File: config.mk
export PLATFORM = sky130hd
export DESIGN_NAME = cpu_alu_status_datapath
export DESIGN_NICKNAME = d
export VERILOG_FILES = /design/src/rtl/alu_pkg.sv /design/src/rtl/cpu_alu_status_datapath.sv
export VERILOG_INCLUDE_DIRS = /design/src /design/src/rtl
export SDC_FILE = /design/constraint.sdc
export NUM_CORES = 2
export LEC_CHECK = 0
export BUFFER_PORTS_ARGS = -buffer_cell sky130_fd_sc_hd__buf_2
export CAP_MARGIN = 20
export CORE_MARGIN = 4
export CORE_UTILIZATION = 60
export CTS_BUF_LIST = sky130_fd_sc_hd__clkbuf_8
export CTS_CLUSTER_DIAMETER = 60
export CTS_CLUSTER_SIZE = 20
export DETAILED_ROUTE_END_ITERATION = 16
export GPL_TIMING_DRIVEN = 0
export PLACE_DENSITY = 0.93
export SLEW_MARGIN = 20
export SYNTH_ARGS = -nofsm -noshare
export SYNTH_HDL_FRONTEND = slang
export SYNTH_SLANG_ARGS = --single-unit
File: constraint.sdc
create_clock -name i_clock -period 8.85 [get_ports i_clock]
set_input_delay 2.655 -clock i_clock [delete_from_list [all_inputs] [get_ports i_clock]]
set_output_delay 2.655 -clock i_clock [all_outputs]
set_load 0.05 [all_outputs]
File: src/rtl/alu_params.svh
// constants for the cpu alu, status word and divider datapath
`ifndef ALU_PARAMS_SVH
`define ALU_PARAMS_SVH

// status word field positions
`define FW_HALF_CARRY_BIT 8
`define FW_PRIO_HI_BIT 7
`define FW_PRIO_LO_BIT 5
`define FW_REPEAT_BIT 4
`define FW_NEG_BIT 3
`define FW_WRAP_BIT 2
`define FW_ZERO_BIT 1
`define FW_CARRY_BIT 0
`define FW_RESET 16'h0000
`define FW_IMPL_MASK 16'h01ff

// control word field positions
`define CC_PRIO_UPPER_BIT 3
`define CC_PROG_WINDOW_BIT 2
`define CC_RESET 16'h0000

// priority level at which user interrupts stop
`define PRIO_LOW_MAX 3'h7

// divider timing: one load, sixteen steps, one fix, one write
`define DIV_CYCLES 19
`define DIV_STEPS 5'h10
`define DIV_LAST_STEP 5'h0f

// program address forming
`define PROG_ADDR_W 24
`define IP_W 23
`define TBL_UPPER_BIT 7

`endif

File: src/rtl/alu_pkg.sv
// types shared by the cpu alu datapath and its users
package alu_pkg;

  typedef enum logic [3:0] {
    OP_NONE,
    OP_ADD,
    OP_ADDC,
    OP_SUB,
    OP_SUBB,
    OP_AND,
    OP_IOR,
    OP_XOR,
    OP_ARITH_RIGHT_SHIFT,
    OP_LEFT_SHIFT,
    OP_LOGICAL_RIGHT_SHIFT
  } alu_op_t;

  typedef enum logic [2:0] {
    MUL_SS,
    MUL_UU,
    MUL_SU,
    MUL_US,
    MUL_S_LIT,
    MUL_U_LIT,
    MUL_BYTE_UU
  } mul_mode_t;

  typedef enum logic [1:0] {
    DIV_IDLE,
    DIV_ITER,
    DIV_FIX,
    DIV_WRITE
  } div_state_t;

endpackage

File: src/rtl/cpu_alu_status_datapath.sv
// cpu alu, status and control words, multiplier, divider, address forming
// Notes on behaviour
// - half carry from bit 3 byte, bit 7 word
// - status bits 7:5 hold priority zero to seven
// - priority is upper bit over three low bits
// - nesting disable makes priority bits read-only
// - repeat flag follows hardware loop, read-only
// - negative flag copies result sign bit
// - wrap flag marks signed overflow
// - zero flag cleared by non-zero results
// - carry flag is carry out of msb
// - subtract carries act as inverted borrows
// - upper bit set above seven, software clears
// - program window enable, resets to zero
// - add, subtract, shift, logic at byte/word
// - seventeen by seventeen bit multiplier
// - signed, unsigned, mixed, literal and byte multiply
// - signed/unsigned 32 or 16 by 16 divide
// - quotient to register zero, remainder to one
// - long dividend from aligned pair, odd high
// - one divide step per divisor bit
// - divide takes fixed cycles, pausable
// - shift up to fifteen in one cycle
// - shifts use register operands only
// - arithmetic right, left, logical right shifts
// - 24-bit addresses, user lower half only
// - table page bit 7 reaches upper half
// - multiply completes in one cycle
`timescale 1ns/100ps
`default_nettype none
`include "alu_params.svh"

module cpu_alu_status_datapath (
  // clock and reset
  input wire logic i_clock,
  input wire logic i_reset,
  // alu operation, operands read from working registers
  input wire logic i_op_valid,
  input wire alu_pkg::alu_op_t i_op,
  input wire logic i_byte_mode,
  input wire logic [15:0] i_op_a,
  input wire logic [15:0] i_op_b,
  input wire logic [3:0] i_shift_amount,
  output logic [15:0] o_result_q,
  output logic o_result_valid_q,
  // multiplier
  input wire logic i_mul_valid,
  input wire alu_pkg::mul_mode_t i_mul_mode,
  input wire logic [15:0] i_mul_a,
  input wire logic [15:0] i_mul_b,
  input wire logic [4:0] i_mul_literal,
  output logic [31:0] o_product_q,
  output logic o_product_valid_q,
  // divider
  input wire logic i_div_start,
  input wire logic i_div_signed,
  input wire logic i_div_long,
  input wire logic i_div_hold,
  input wire logic [15:0] i_dividend_even,
  input wire logic [15:0] i_dividend_odd,
  input wire logic [15:0] i_divisor,
  output logic o_div_busy_q,
  output logic o_div_done_q,
  output logic [15:0] o_quotient_register_q,
  output logic [15:0] o_remainder_register_q,
  // status and control word access
  input wire logic i_flags_write,
  input wire logic [15:0] i_flags_wdata,
  input wire logic i_control_write,
  input wire logic [15:0] i_control_wdata,
  output logic [15:0] o_alu_flags_word_q,
  output logic [15:0] o_core_control_word_q,
  // priority from the interrupt side
  input wire logic i_nesting_disable,
  input wire logic i_repeat_active,
  input wire logic i_hw_priority_write,
  input wire logic [3:0] i_hw_priority,
  output logic [3:0] o_cpu_priority_q,
  output logic o_user_irq_blocked_q,
  // program address forming
  input wire logic [22:0] i_instruction_pointer,
  input wire logic i_table_access,
  input wire logic [7:0] i_table_page_register,
  input wire logic [15:0] i_table_offset,
  input wire logic i_window_access,
  input wire logic [7:0] i_window_page,
  input wire logic [14:0] i_window_offset,
  output logic [23:0] o_prog_addr_q,
  output logic o_prog_addr_ok_q
);
  import alu_pkg::*;

  // ----------------------------------------------------------------
  // alu arithmetic and logic
  // ----------------------------------------------------------------
  logic [15:0] flags_q;
  logic [15:0] control_q;
  wire carry_now = flags_q[`FW_CARRY_BIT];
  wire is_sub = (i_op == OP_SUB) || (i_op == OP_SUBB);
  wire is_arith = is_sub || (i_op == OP_ADD) || (i_op == OP_ADDC);
  wire is_chain = (i_op == OP_ADDC) || (i_op == OP_SUBB);
  wire is_logic = (i_op == OP_AND) || (i_op == OP_IOR) ||
                  (i_op == OP_XOR);
  wire is_shift = (i_op == OP_ARITH_RIGHT_SHIFT) ||
                  (i_op == OP_LEFT_SHIFT) ||
                  (i_op == OP_LOGICAL_RIGHT_SHIFT);
  // subtract adds the inverse, so carry out reads as "no borrow"
  wire [15:0] b_eff = is_sub ? ~i_op_b : i_op_b;
  wire cin = is_chain ? carry_now : is_sub;
  wire [4:0] sum_lo = {1'b0, i_op_a[3:0]} + {1'b0, b_eff[3:0]} +
                      {4'h0, cin};
  wire [4:0] sum_mid = {1'b0, i_op_a[7:4]} + {1'b0, b_eff[7:4]} +
                       {4'h0, sum_lo[4]};
  wire [8:0] sum_hi = {1'b0, i_op_a[15:8]} + {1'b0, b_eff[15:8]} +
                      {8'h00, sum_mid[4]};
  wire [15:0] sum = {sum_hi[7:0], sum_mid[3:0], sum_lo[3:0]};
  wire add_half = i_byte_mode ? sum_lo[4] : sum_mid[4];
  wire add_carry = i_byte_mode ? sum_mid[4] : sum_hi[8];
  wire sign_a = i_byte_mode ? i_op_a[7] : i_op_a[15];
  wire sign_b = i_byte_mode ? b_eff[7] : b_eff[15];
  wire sign_s = i_byte_mode ? sum[7] : sum[15];
  wire add_wrap = (sign_a == sign_b) && (sign_s != sign_a);

  wire [15:0] logic_res = (i_op == OP_AND) ? (i_op_a & i_op_b) :
                          (i_op == OP_IOR) ? (i_op_a | i_op_b) :
                          (i_op_a ^ i_op_b);

  // ----------------------------------------------------------------
  // barrel shifter, one cycle for any count up to fifteen
  // ----------------------------------------------------------------
  wire fill_bit = (i_op == OP_ARITH_RIGHT_SHIFT) & i_op_a[7];
  wire [15:0] shift_src = i_byte_mode ?
                          {{8{fill_bit}}, i_op_a[7:0]} : i_op_a;
  wire [15:0] right_ar_res = 16'($signed(shift_src) >>> i_shift_amount);
  wire [15:0] right_lg_res = shift_src >> i_shift_amount;
  wire [15:0] left_res = i_op_a << i_shift_amount;
  wire [15:0] shift_res = (i_op == OP_LEFT_SHIFT) ? left_res :
                          (i_op == OP_ARITH_RIGHT_SHIFT) ? right_ar_res :
                          right_lg_res;
  // only a single-bit shift reports the bit pushed out
  wire shift_single = (i_shift_amount == 4'h1);
  wire shift_out = (i_op == OP_LEFT_SHIFT) ?
                   (i_byte_mode ? i_op_a[7] : i_op_a[15]) : i_op_a[0];

  wire [15:0] raw_res = is_arith ? sum : is_logic ? logic_res :
                        is_shift ? shift_res : i_op_a;
  // byte results leave the upper byte of the destination alone
  wire [15:0] op_res = i_byte_mode ?
                       {i_op_a[15:8], raw_res[7:0]} : raw_res;
  wire res_neg = i_byte_mode ? raw_res[7] : raw_res[15];
  wire res_zero = i_byte_mode ? (raw_res[7:0] == 8'h00) :
                  (raw_res == 16'h0000);
  wire alu_go = i_op_valid && (i_op != OP_NONE);
  wire aff_nz = alu_go && (is_arith || is_logic || is_shift);
  wire aff_arith = alu_go && is_arith;
  wire aff_shc = alu_go && is_shift && shift_single;

  // ----------------------------------------------------------------
  // status word next value
  // ----------------------------------------------------------------
  wire sw_prio_ok = i_flags_write && !i_nesting_disable;
  wire [15:0] flags_sw = i_flags_write ? i_flags_wdata : flags_q;
  wire [2:0] prio_low_d = i_hw_priority_write ? i_hw_priority[2:0] :
                          sw_prio_ok ?
                          i_flags_wdata[`FW_PRIO_HI_BIT:`FW_PRIO_LO_BIT] :
                          flags_q[`FW_PRIO_HI_BIT:`FW_PRIO_LO_BIT];
  // hardware results win over a software write in the same cycle
  wire half_d = aff_arith ? add_half :
                flags_sw[`FW_HALF_CARRY_BIT];
  wire neg_d = aff_nz ? res_neg : flags_sw[`FW_NEG_BIT];
  wire wrap_d = aff_arith ? add_wrap : flags_sw[`FW_WRAP_BIT];
  // chained ops only ever clear zero, so a long result tests as one
  wire zero_d = !aff_nz ? flags_sw[`FW_ZERO_BIT] :
                is_chain ? (flags_q[`FW_ZERO_BIT] & res_zero) :
                res_zero;
  wire carry_d = aff_arith ? add_carry : aff_shc ? shift_out :
                 flags_sw[`FW_CARRY_BIT];
  wire [15:0] flags_d = {7'h00, half_d, prio_low_d, i_repeat_active,
                         neg_d, wrap_d, zero_d, carry_d};

  // ----------------------------------------------------------------
  // control word next value
  // ----------------------------------------------------------------
  // software may clear the upper priority bit but never set it
  wire upper_sw = i_control_write ?
                  (control_q[`CC_PRIO_UPPER_BIT] &
                   i_control_wdata[`CC_PRIO_UPPER_BIT]) :
                  control_q[`CC_PRIO_UPPER_BIT];
  wire upper_d = i_hw_priority_write ? i_hw_priority[3] :
                 upper_sw;
  wire window_d = i_control_write ?
                  i_control_wdata[`CC_PROG_WINDOW_BIT] :
                  control_q[`CC_PROG_WINDOW_BIT];
  wire [15:0] control_d = {12'h000, upper_d, window_d, 2'b00};
  wire [3:0] prio_d = {upper_d, prio_low_d};
  wire blocked_d = upper_d || (prio_low_d == `PRIO_LOW_MAX);

  always_ff @(posedge i_clock or posedge i_reset) begin
    if (i_reset) begin
      flags_q <= `FW_RESET;
      control_q <= `CC_RESET;
      o_cpu_priority_q <= 4'h0;
      o_user_irq_blocked_q <= 1'b0;
    end else begin
      flags_q <= flags_d & `FW_IMPL_MASK;
      control_q <= control_d;
      o_cpu_priority_q <= prio_d;
      o_user_irq_blocked_q <= blocked_d;
    end
  end
  assign o_alu_flags_word_q = flags_q;
  assign o_core_control_word_q = control_q;

  always_ff @(posedge i_clock or posedge i_reset) begin
    if (i_reset) begin
      o_result_q <= 16'h0000;
      o_result_valid_q <= 1'b0;
    end else begin
      o_result_q <= op_res;
      o_result_valid_q <= alu_go;
    end
  end

  // ----------------------------------------------------------------
  // multiplier: both operands widened to 17 bits with a sign bit
  // ----------------------------------------------------------------
  wire a_signed = (i_mul_mode == MUL_SS) || (i_mul_mode == MUL_SU) ||
                  (i_mul_mode == MUL_S_LIT);
  wire b_signed = (i_mul_mode == MUL_SS) || (i_mul_mode == MUL_US);
  wire lit_mode = (i_mul_mode == MUL_S_LIT) ||
                  (i_mul_mode == MUL_U_LIT);
  wire byte_mul = (i_mul_mode == MUL_BYTE_UU);
  wire [15:0] mul_a_src = byte_mul ? {8'h00, i_mul_a[7:0]} : i_mul_a;
  wire [15:0] mul_b_src = lit_mode ? {11'h000, i_mul_literal} :
                          byte_mul ? {8'h00, i_mul_b[7:0]} :
                          i_mul_b;
  wire [16:0] mul_a17 = {a_signed & mul_a_src[15], mul_a_src};
  wire [16:0] mul_b17 = {b_signed & mul_b_src[15], mul_b_src};
  wire [33:0] mul_full = 34'($signed(mul_a17) * $signed(mul_b17));

  always_ff @(posedge i_clock or posedge i_reset) begin
    if (i_reset) begin
      o_product_q <= 32'h00000000;
      o_product_valid_q <= 1'b0;
    end else begin
      if (i_mul_valid) begin
        o_product_q <= mul_full[31:0];
      end
      o_product_valid_q <= i_mul_valid;
    end
  end

  // ----------------------------------------------------------------
  // divider: restoring steps on magnitudes, signs fixed at the end
  // ----------------------------------------------------------------
  div_state_t div_state_q;
  logic [4:0] step_q;
  logic [15:0] rem_q;
  logic [15:0] num_q;
  logic [15:0] den_q;
  logic neg_num_q;
  logic neg_den_q;

  wire [15:0] even_ext = (i_div_signed & i_dividend_even[15]) ?
                         16'hffff : 16'h0000;
  wire [31:0] dvd = i_div_long ?
                    {i_dividend_odd, i_dividend_even} :
                    {even_ext, i_dividend_even};
  wire dvd_neg = i_div_signed & dvd[31];
  wire dsr_neg = i_div_signed & i_divisor[15];
  wire [31:0] dvd_mag = dvd_neg ? (~dvd + 32'h00000001) : dvd;
  wire [15:0] dsr_mag = dsr_neg ? (~i_divisor + 16'h0001) : i_divisor;
  wire [16:0] trial = {rem_q, num_q[15]};
  wire [16:0] trial_sub = trial - {1'b0, den_q};
  wire q_bit = !trial_sub[16];
  wire [15:0] quot_fix = (neg_num_q ^ neg_den_q) ?
                         (~num_q + 16'h0001) : num_q;
  wire [15:0] rem_fix = neg_num_q ? (~rem_q + 16'h0001) : rem_q;
  wire div_run = !i_div_hold;

  always_ff @(posedge i_clock or posedge i_reset) begin
    if (i_reset) begin
      div_state_q <= DIV_IDLE;
      step_q <= 5'h00;
      rem_q <= 16'h0000;
      num_q <= 16'h0000;
      den_q <= 16'h0000;
      neg_num_q <= 1'b0;
      neg_den_q <= 1'b0;
      o_div_busy_q <= 1'b0;
      o_div_done_q <= 1'b0;
      o_quotient_register_q <= 16'h0000;
      o_remainder_register_q <= 16'h0000;
    end else begin
      o_div_done_q <= 1'b0;
      case (div_state_q)
        DIV_IDLE: begin
          if (i_div_start) begin
            rem_q <= dvd_mag[31:16];
            num_q <= dvd_mag[15:0];
            den_q <= dsr_mag;
            neg_num_q <= dvd_neg;
            neg_den_q <= dsr_neg;
            step_q <= 5'h00;
            o_div_busy_q <= 1'b1;
            div_state_q <= DIV_ITER;
          end
        end
        DIV_ITER: begin
          if (div_run) begin
            rem_q <= q_bit ? trial_sub[15:0] : trial[15:0];
            num_q <= {num_q[14:0], q_bit};
            step_q <= step_q + 5'h01;
            if (step_q == `DIV_LAST_STEP) begin
              div_state_q <= DIV_FIX;
            end
          end
        end
        DIV_FIX: begin
          if (div_run) begin
            num_q <= quot_fix;
            rem_q <= rem_fix;
            div_state_q <= DIV_WRITE;
          end
        end
        DIV_WRITE: begin
          if (div_run) begin
            o_quotient_register_q <= num_q;
            o_remainder_register_q <= rem_q;
            o_div_done_q <= 1'b1;
            o_div_busy_q <= 1'b0;
            div_state_q <= DIV_IDLE;
          end
        end
        default: begin
          div_state_q <= DIV_IDLE;
          o_div_busy_q <= 1'b0;
        end
      endcase
    end
  end

  // ----------------------------------------------------------------
  // program address forming
  // ----------------------------------------------------------------
  // execution and window remap stay in the lower half by construction
  wire [23:0] exec_addr = {1'b0, i_instruction_pointer};
  wire [23:0] tbl_addr = {i_table_page_register, i_table_offset};
  wire [23:0] win_addr = {1'b0, i_window_page, i_window_offset};
  wire [23:0] addr_d = i_table_access ? tbl_addr :
                       i_window_access ? win_addr :
                       exec_addr;
  // a window access with the window closed maps to nothing
  wire addr_ok_d = !i_window_access || i_table_access ||
                   control_q[`CC_PROG_WINDOW_BIT];

  always_ff @(posedge i_clock or posedge i_reset) begin
    if (i_reset) begin
      o_prog_addr_q <= 24'h000000;
      o_prog_addr_ok_q <= 1'b0;
    end else begin
      o_prog_addr_q <= addr_d;
      o_prog_addr_ok_q <= addr_ok_d;
    end
  end

endmodule

`default_nettype wire

==> run metrics <==
synthesized area 25000 um^2; maximum clock frequency 0.113 GHz; CTS Hold Bufs 0; via count 24300; Yosys top cell area share 23.1%; post-route ant nets 0; max-cap viol count 0; Cell Int Power 5310 uW; sequential fraction of the synthesis area 17.8%; Seq pwr share 12.5%; Final #Nets 4000; Ys Warns 0; CTS tree yes; Synth Flop Type dfrtp_1; EDFF count, synth 0; Final Instance Area 28900 um^2; #FFs+latches synth 178; WL/cell 22.5 um; Critical Path Sink Type flop; Synth cell types 88; cell count after synthesis 2894; H-tree levels 4; failing checks setup timing; layout cell share with drive strength beyond 1 20.8%; WHS Path Cells 2; CP Data Arrival Time 9.34 ns; Max-Slew Margin vs Limit 26.7%; met2 GRT Util 57.8%; hold crit path type reg -> reg; maximum buffer depth of the clock tree 2; largest net degree at the start of global routing 89; worst-margin pin slew 1.07 ns; Final Setup Violations 1; clock share of power 5.3%; met1 usage 46.3%; busiest grt layer met2; Final Util 70.4%; Area contributors post-synth fa_1 23%, dfrtp_1 18%, ha_1 7.6%; Power per Cell Area 389 nW/um^2; first-pass detailed-route iteration total 9; Comb power frac 82.2%; critical path type in -> reg; Async SR Flop Fraction 100%; switching share of power 52.8%; switching pwr 5930 uW; Critical Path Start Type input port; WL final 86900 um; Area Growth Syn to Fin 15.4%; Worst Skew 0.0214 ns; DRT iter0 DRCs 3303; first-pass GRT wire length 131000 um; Clock Latency Late Sink 0.58 ns; Largest delay share family, worst path adder cells; VDD IR max 0.561 mV; period utilization 100%; LEAKAGE 0.0141 uW; number of placement rows 74; routed vias/inst 6.30; Die Y 212 um; R2R cell count 25; CTS root buf clkbuf_8; gr usage total 37.0%; status finished, violations left; placed cell area 27700 um^2; vias in the first global route 24300; PnR worst setup slack -0.0158 ns; Overflow after GRT 0; # IOs 396; I/O Buffers 345; Worst EP required 9.32 ns; die area 45100 um^2; CORE AREA 41000 um^2; initial antenna violation count 5; global-route track usage on met3 11.0%; clock sink count 178; Final Hold Fails 0; Initial Util 61.0%; Max Slew Vio Count 0; Die Wd 212 um; Mean Syn Cell Area 8.65 um^2; dpl hpwl 66500 um; Synth area leader fa_1; CP bufs+invs 8; Levels on crit path 27; routability cong. 1.07; fin crit period 8.87 ns; cell mode on critical path fa_1; CTS Buf Count 17; CP max-delay cell fa_2; clock slew at reported path FFs 0.12 ns; RSZ-0062 raised after global routing yes; drt drc 0; CP peak stage delay 0.56 ns; crit-path max FO 10
-- routing by layer --
layer  part of all wire [%]  vias up
li1                       -    10300
met1                     35    11500
met2                     45     1951
met3                     13      540
met4                    7.3        0
met5                      0        -
-- cells in the mapped netlist, drive strengths merged (63+ instances only) --
| master | number |
|---|---|
| mux2i | 63 |
| inv | 403 |
| ha | 153 |
| nand2 | 348 |
| xnor2 | 98 |
| mux2 | 79 |
| o21ai | 166 |
| a21oi | 124 |
| and2 | 70 |
| fa | 289 |
| dfrtp | 178 |
| clkbuf | 123 |
| nor2 | 178 |
-- timing repair --
| item | CTS | global route |
|---|---|---|
| setup endpoints to repair | 13 | 14 |
| pin swaps | 12 | 25 |
| buffers inserted | 5 | 23 |
| cloned | 1 | 4 |
| gates resized for setup | 64 | 110 |
-- state kept, by name, summed over array words and instances, names as in the netlist, 2 cells and up --
name,count
o_cpu_priority_q,3
o_product_q,32
o_core_control_word_q,2
o_prog_addr_q,24
num_q,16
o_remainder_register_q,16
rem_q,16
o_alu_flags_word_q,6
den_q,16
o_result_q,16
o_quotient_register_q,16
step_q,5
div_state_q,2
-- logic make-up (layout without fill, tap and decap cells) --
group | after synthesis | after routing | share of synthesized area [%]
xor+xnor | 134 | 134 | 4.69
other cells | 1 | 26 | 0.0150
compound gates | 528 | 528 | 13.4
simple gates | 870 | 870 | 16.4
fa+ha+maj | 442 | 442 | 30.8
flops | 178 | 178 | 17.8
buf+inv | 584 | 991 | 9.35
mux | 157 | 157 | 7.53
-- placed cells by master (no fill, tap or decap), drive strengths merged, types with 21 or more instances in the layout --
cell type  count
a21o          25
nor2b         41
mux2          79
a21oi        124
nand2        348
and2          70
nand2b        28
a221oi        24
ha           153
o31ai         23
clkbuf       117
nor3          43
buf          454
mux2i         63
o22ai         22
o21ai        166
conb          21
fa           289
xnor2         98
dfrtp        178
inv          410
xor2          36
nor2         178
and3          39
nand3         47
-- worst paths after layout --
kind                                                   start                                end  slack (ns)
setup / recovery                               i_mul_mode[1]        o_product_q[31]$_DFFE_PP0P_       -0.02
hold / removal                         den_q[11]$_DFFE_PP0P_              den_q[11]$_DFFE_PP0P_        0.49
setup reg to reg           o_alu_flags_word_q[0]$_DFFE_PP0P_  o_alu_flags_word_q[1]$_DFFE_PP0P_        3.08
hold reg to reg                        den_q[11]$_DFFE_PP0P_              den_q[11]$_DFFE_PP0P_        0.49
max in group asynchronous                            i_reset        o_product_q[10]$_DFFE_PP0P_        5.81
min in group asynchronous                            i_reset        o_product_q[23]$_DFFE_PP0P_        1.99
-- power by group through the flow --
stage | clock network [uW] | registers [uW] | logic [uW]
2_1_floorplan | 0 | 1950 | 5950
4_1_cts | 610 | 1400 | 8670
3_3_place_gp | 0 | 1400 | 8070
6_report | 594 | 1410 | 9230
3_5_place_dp | 0 | 1410 | 8410
5_1_grt | 634 | 1440 | 10100
-- area by class of cell --
| cell class | instances | area (um^2) |
|---|---|---|
| fillers | 2936 | 12100 |
| flip-flops and latches | 178 | 4450 |
| well taps | 532 | 666 |
| diodes | 5 | 12.5 |
| inverters | 406 | 1530 |
| clock inverters | 14 | 140 |
| plain buffers | 173 | 1010 |
| clock buffers | 18 | 248 |
| repair buffers | 380 | 2040 |
| multi-input cells | 2152 | 18800 |
-- worst reg2reg max path, stage by stage, from the launching register on --
cell and delay [ns]:
dfrtp_1 0.46, o21ai_0 0.16, o21ai_0 0.09, nand2b_1 0.11, fa_1 0.21, fa_1 0.21, inv_1 0.05, a21o_1 0.16
a21oi_1 0.26, fa_1 0.22, inv_1 0.11, fa_1 0.41, a21o_1 0.21, a21oi_2 0.25, inv_1 0.09, fa_1 0.45
fa_1 0.43, a21o_1 0.17, a21oi_1 0.22, o21ai_0 0.12, a21oi_1 0.24, xor2_1 0.23, o21ai_1 0.10, nor4_1 0.29
a41oi_1 0.21, o31ai_1 0.22
-- stage by stage --
stage	power [uW]	setup slack, ns	std cells	setup TNS, ns	hold WS [ns]
2_1_floorplan	7900	0.00469	2914	0	0.450
3_3_place_gp	9470	-1.87	3791	-193.28	0.461
3_5_place_dp	9820	-1.59	3793	-16.59	0.472
4_1_cts	10700	-0.0436	3827	-0.0481	0.495
5_1_grt	12200	-0.117	3854	-0.606	0.518
6_report	11200	-0.0158	3858	-0.0158	0.490
No activity file was read; power rests on OpenSTA's default activity.
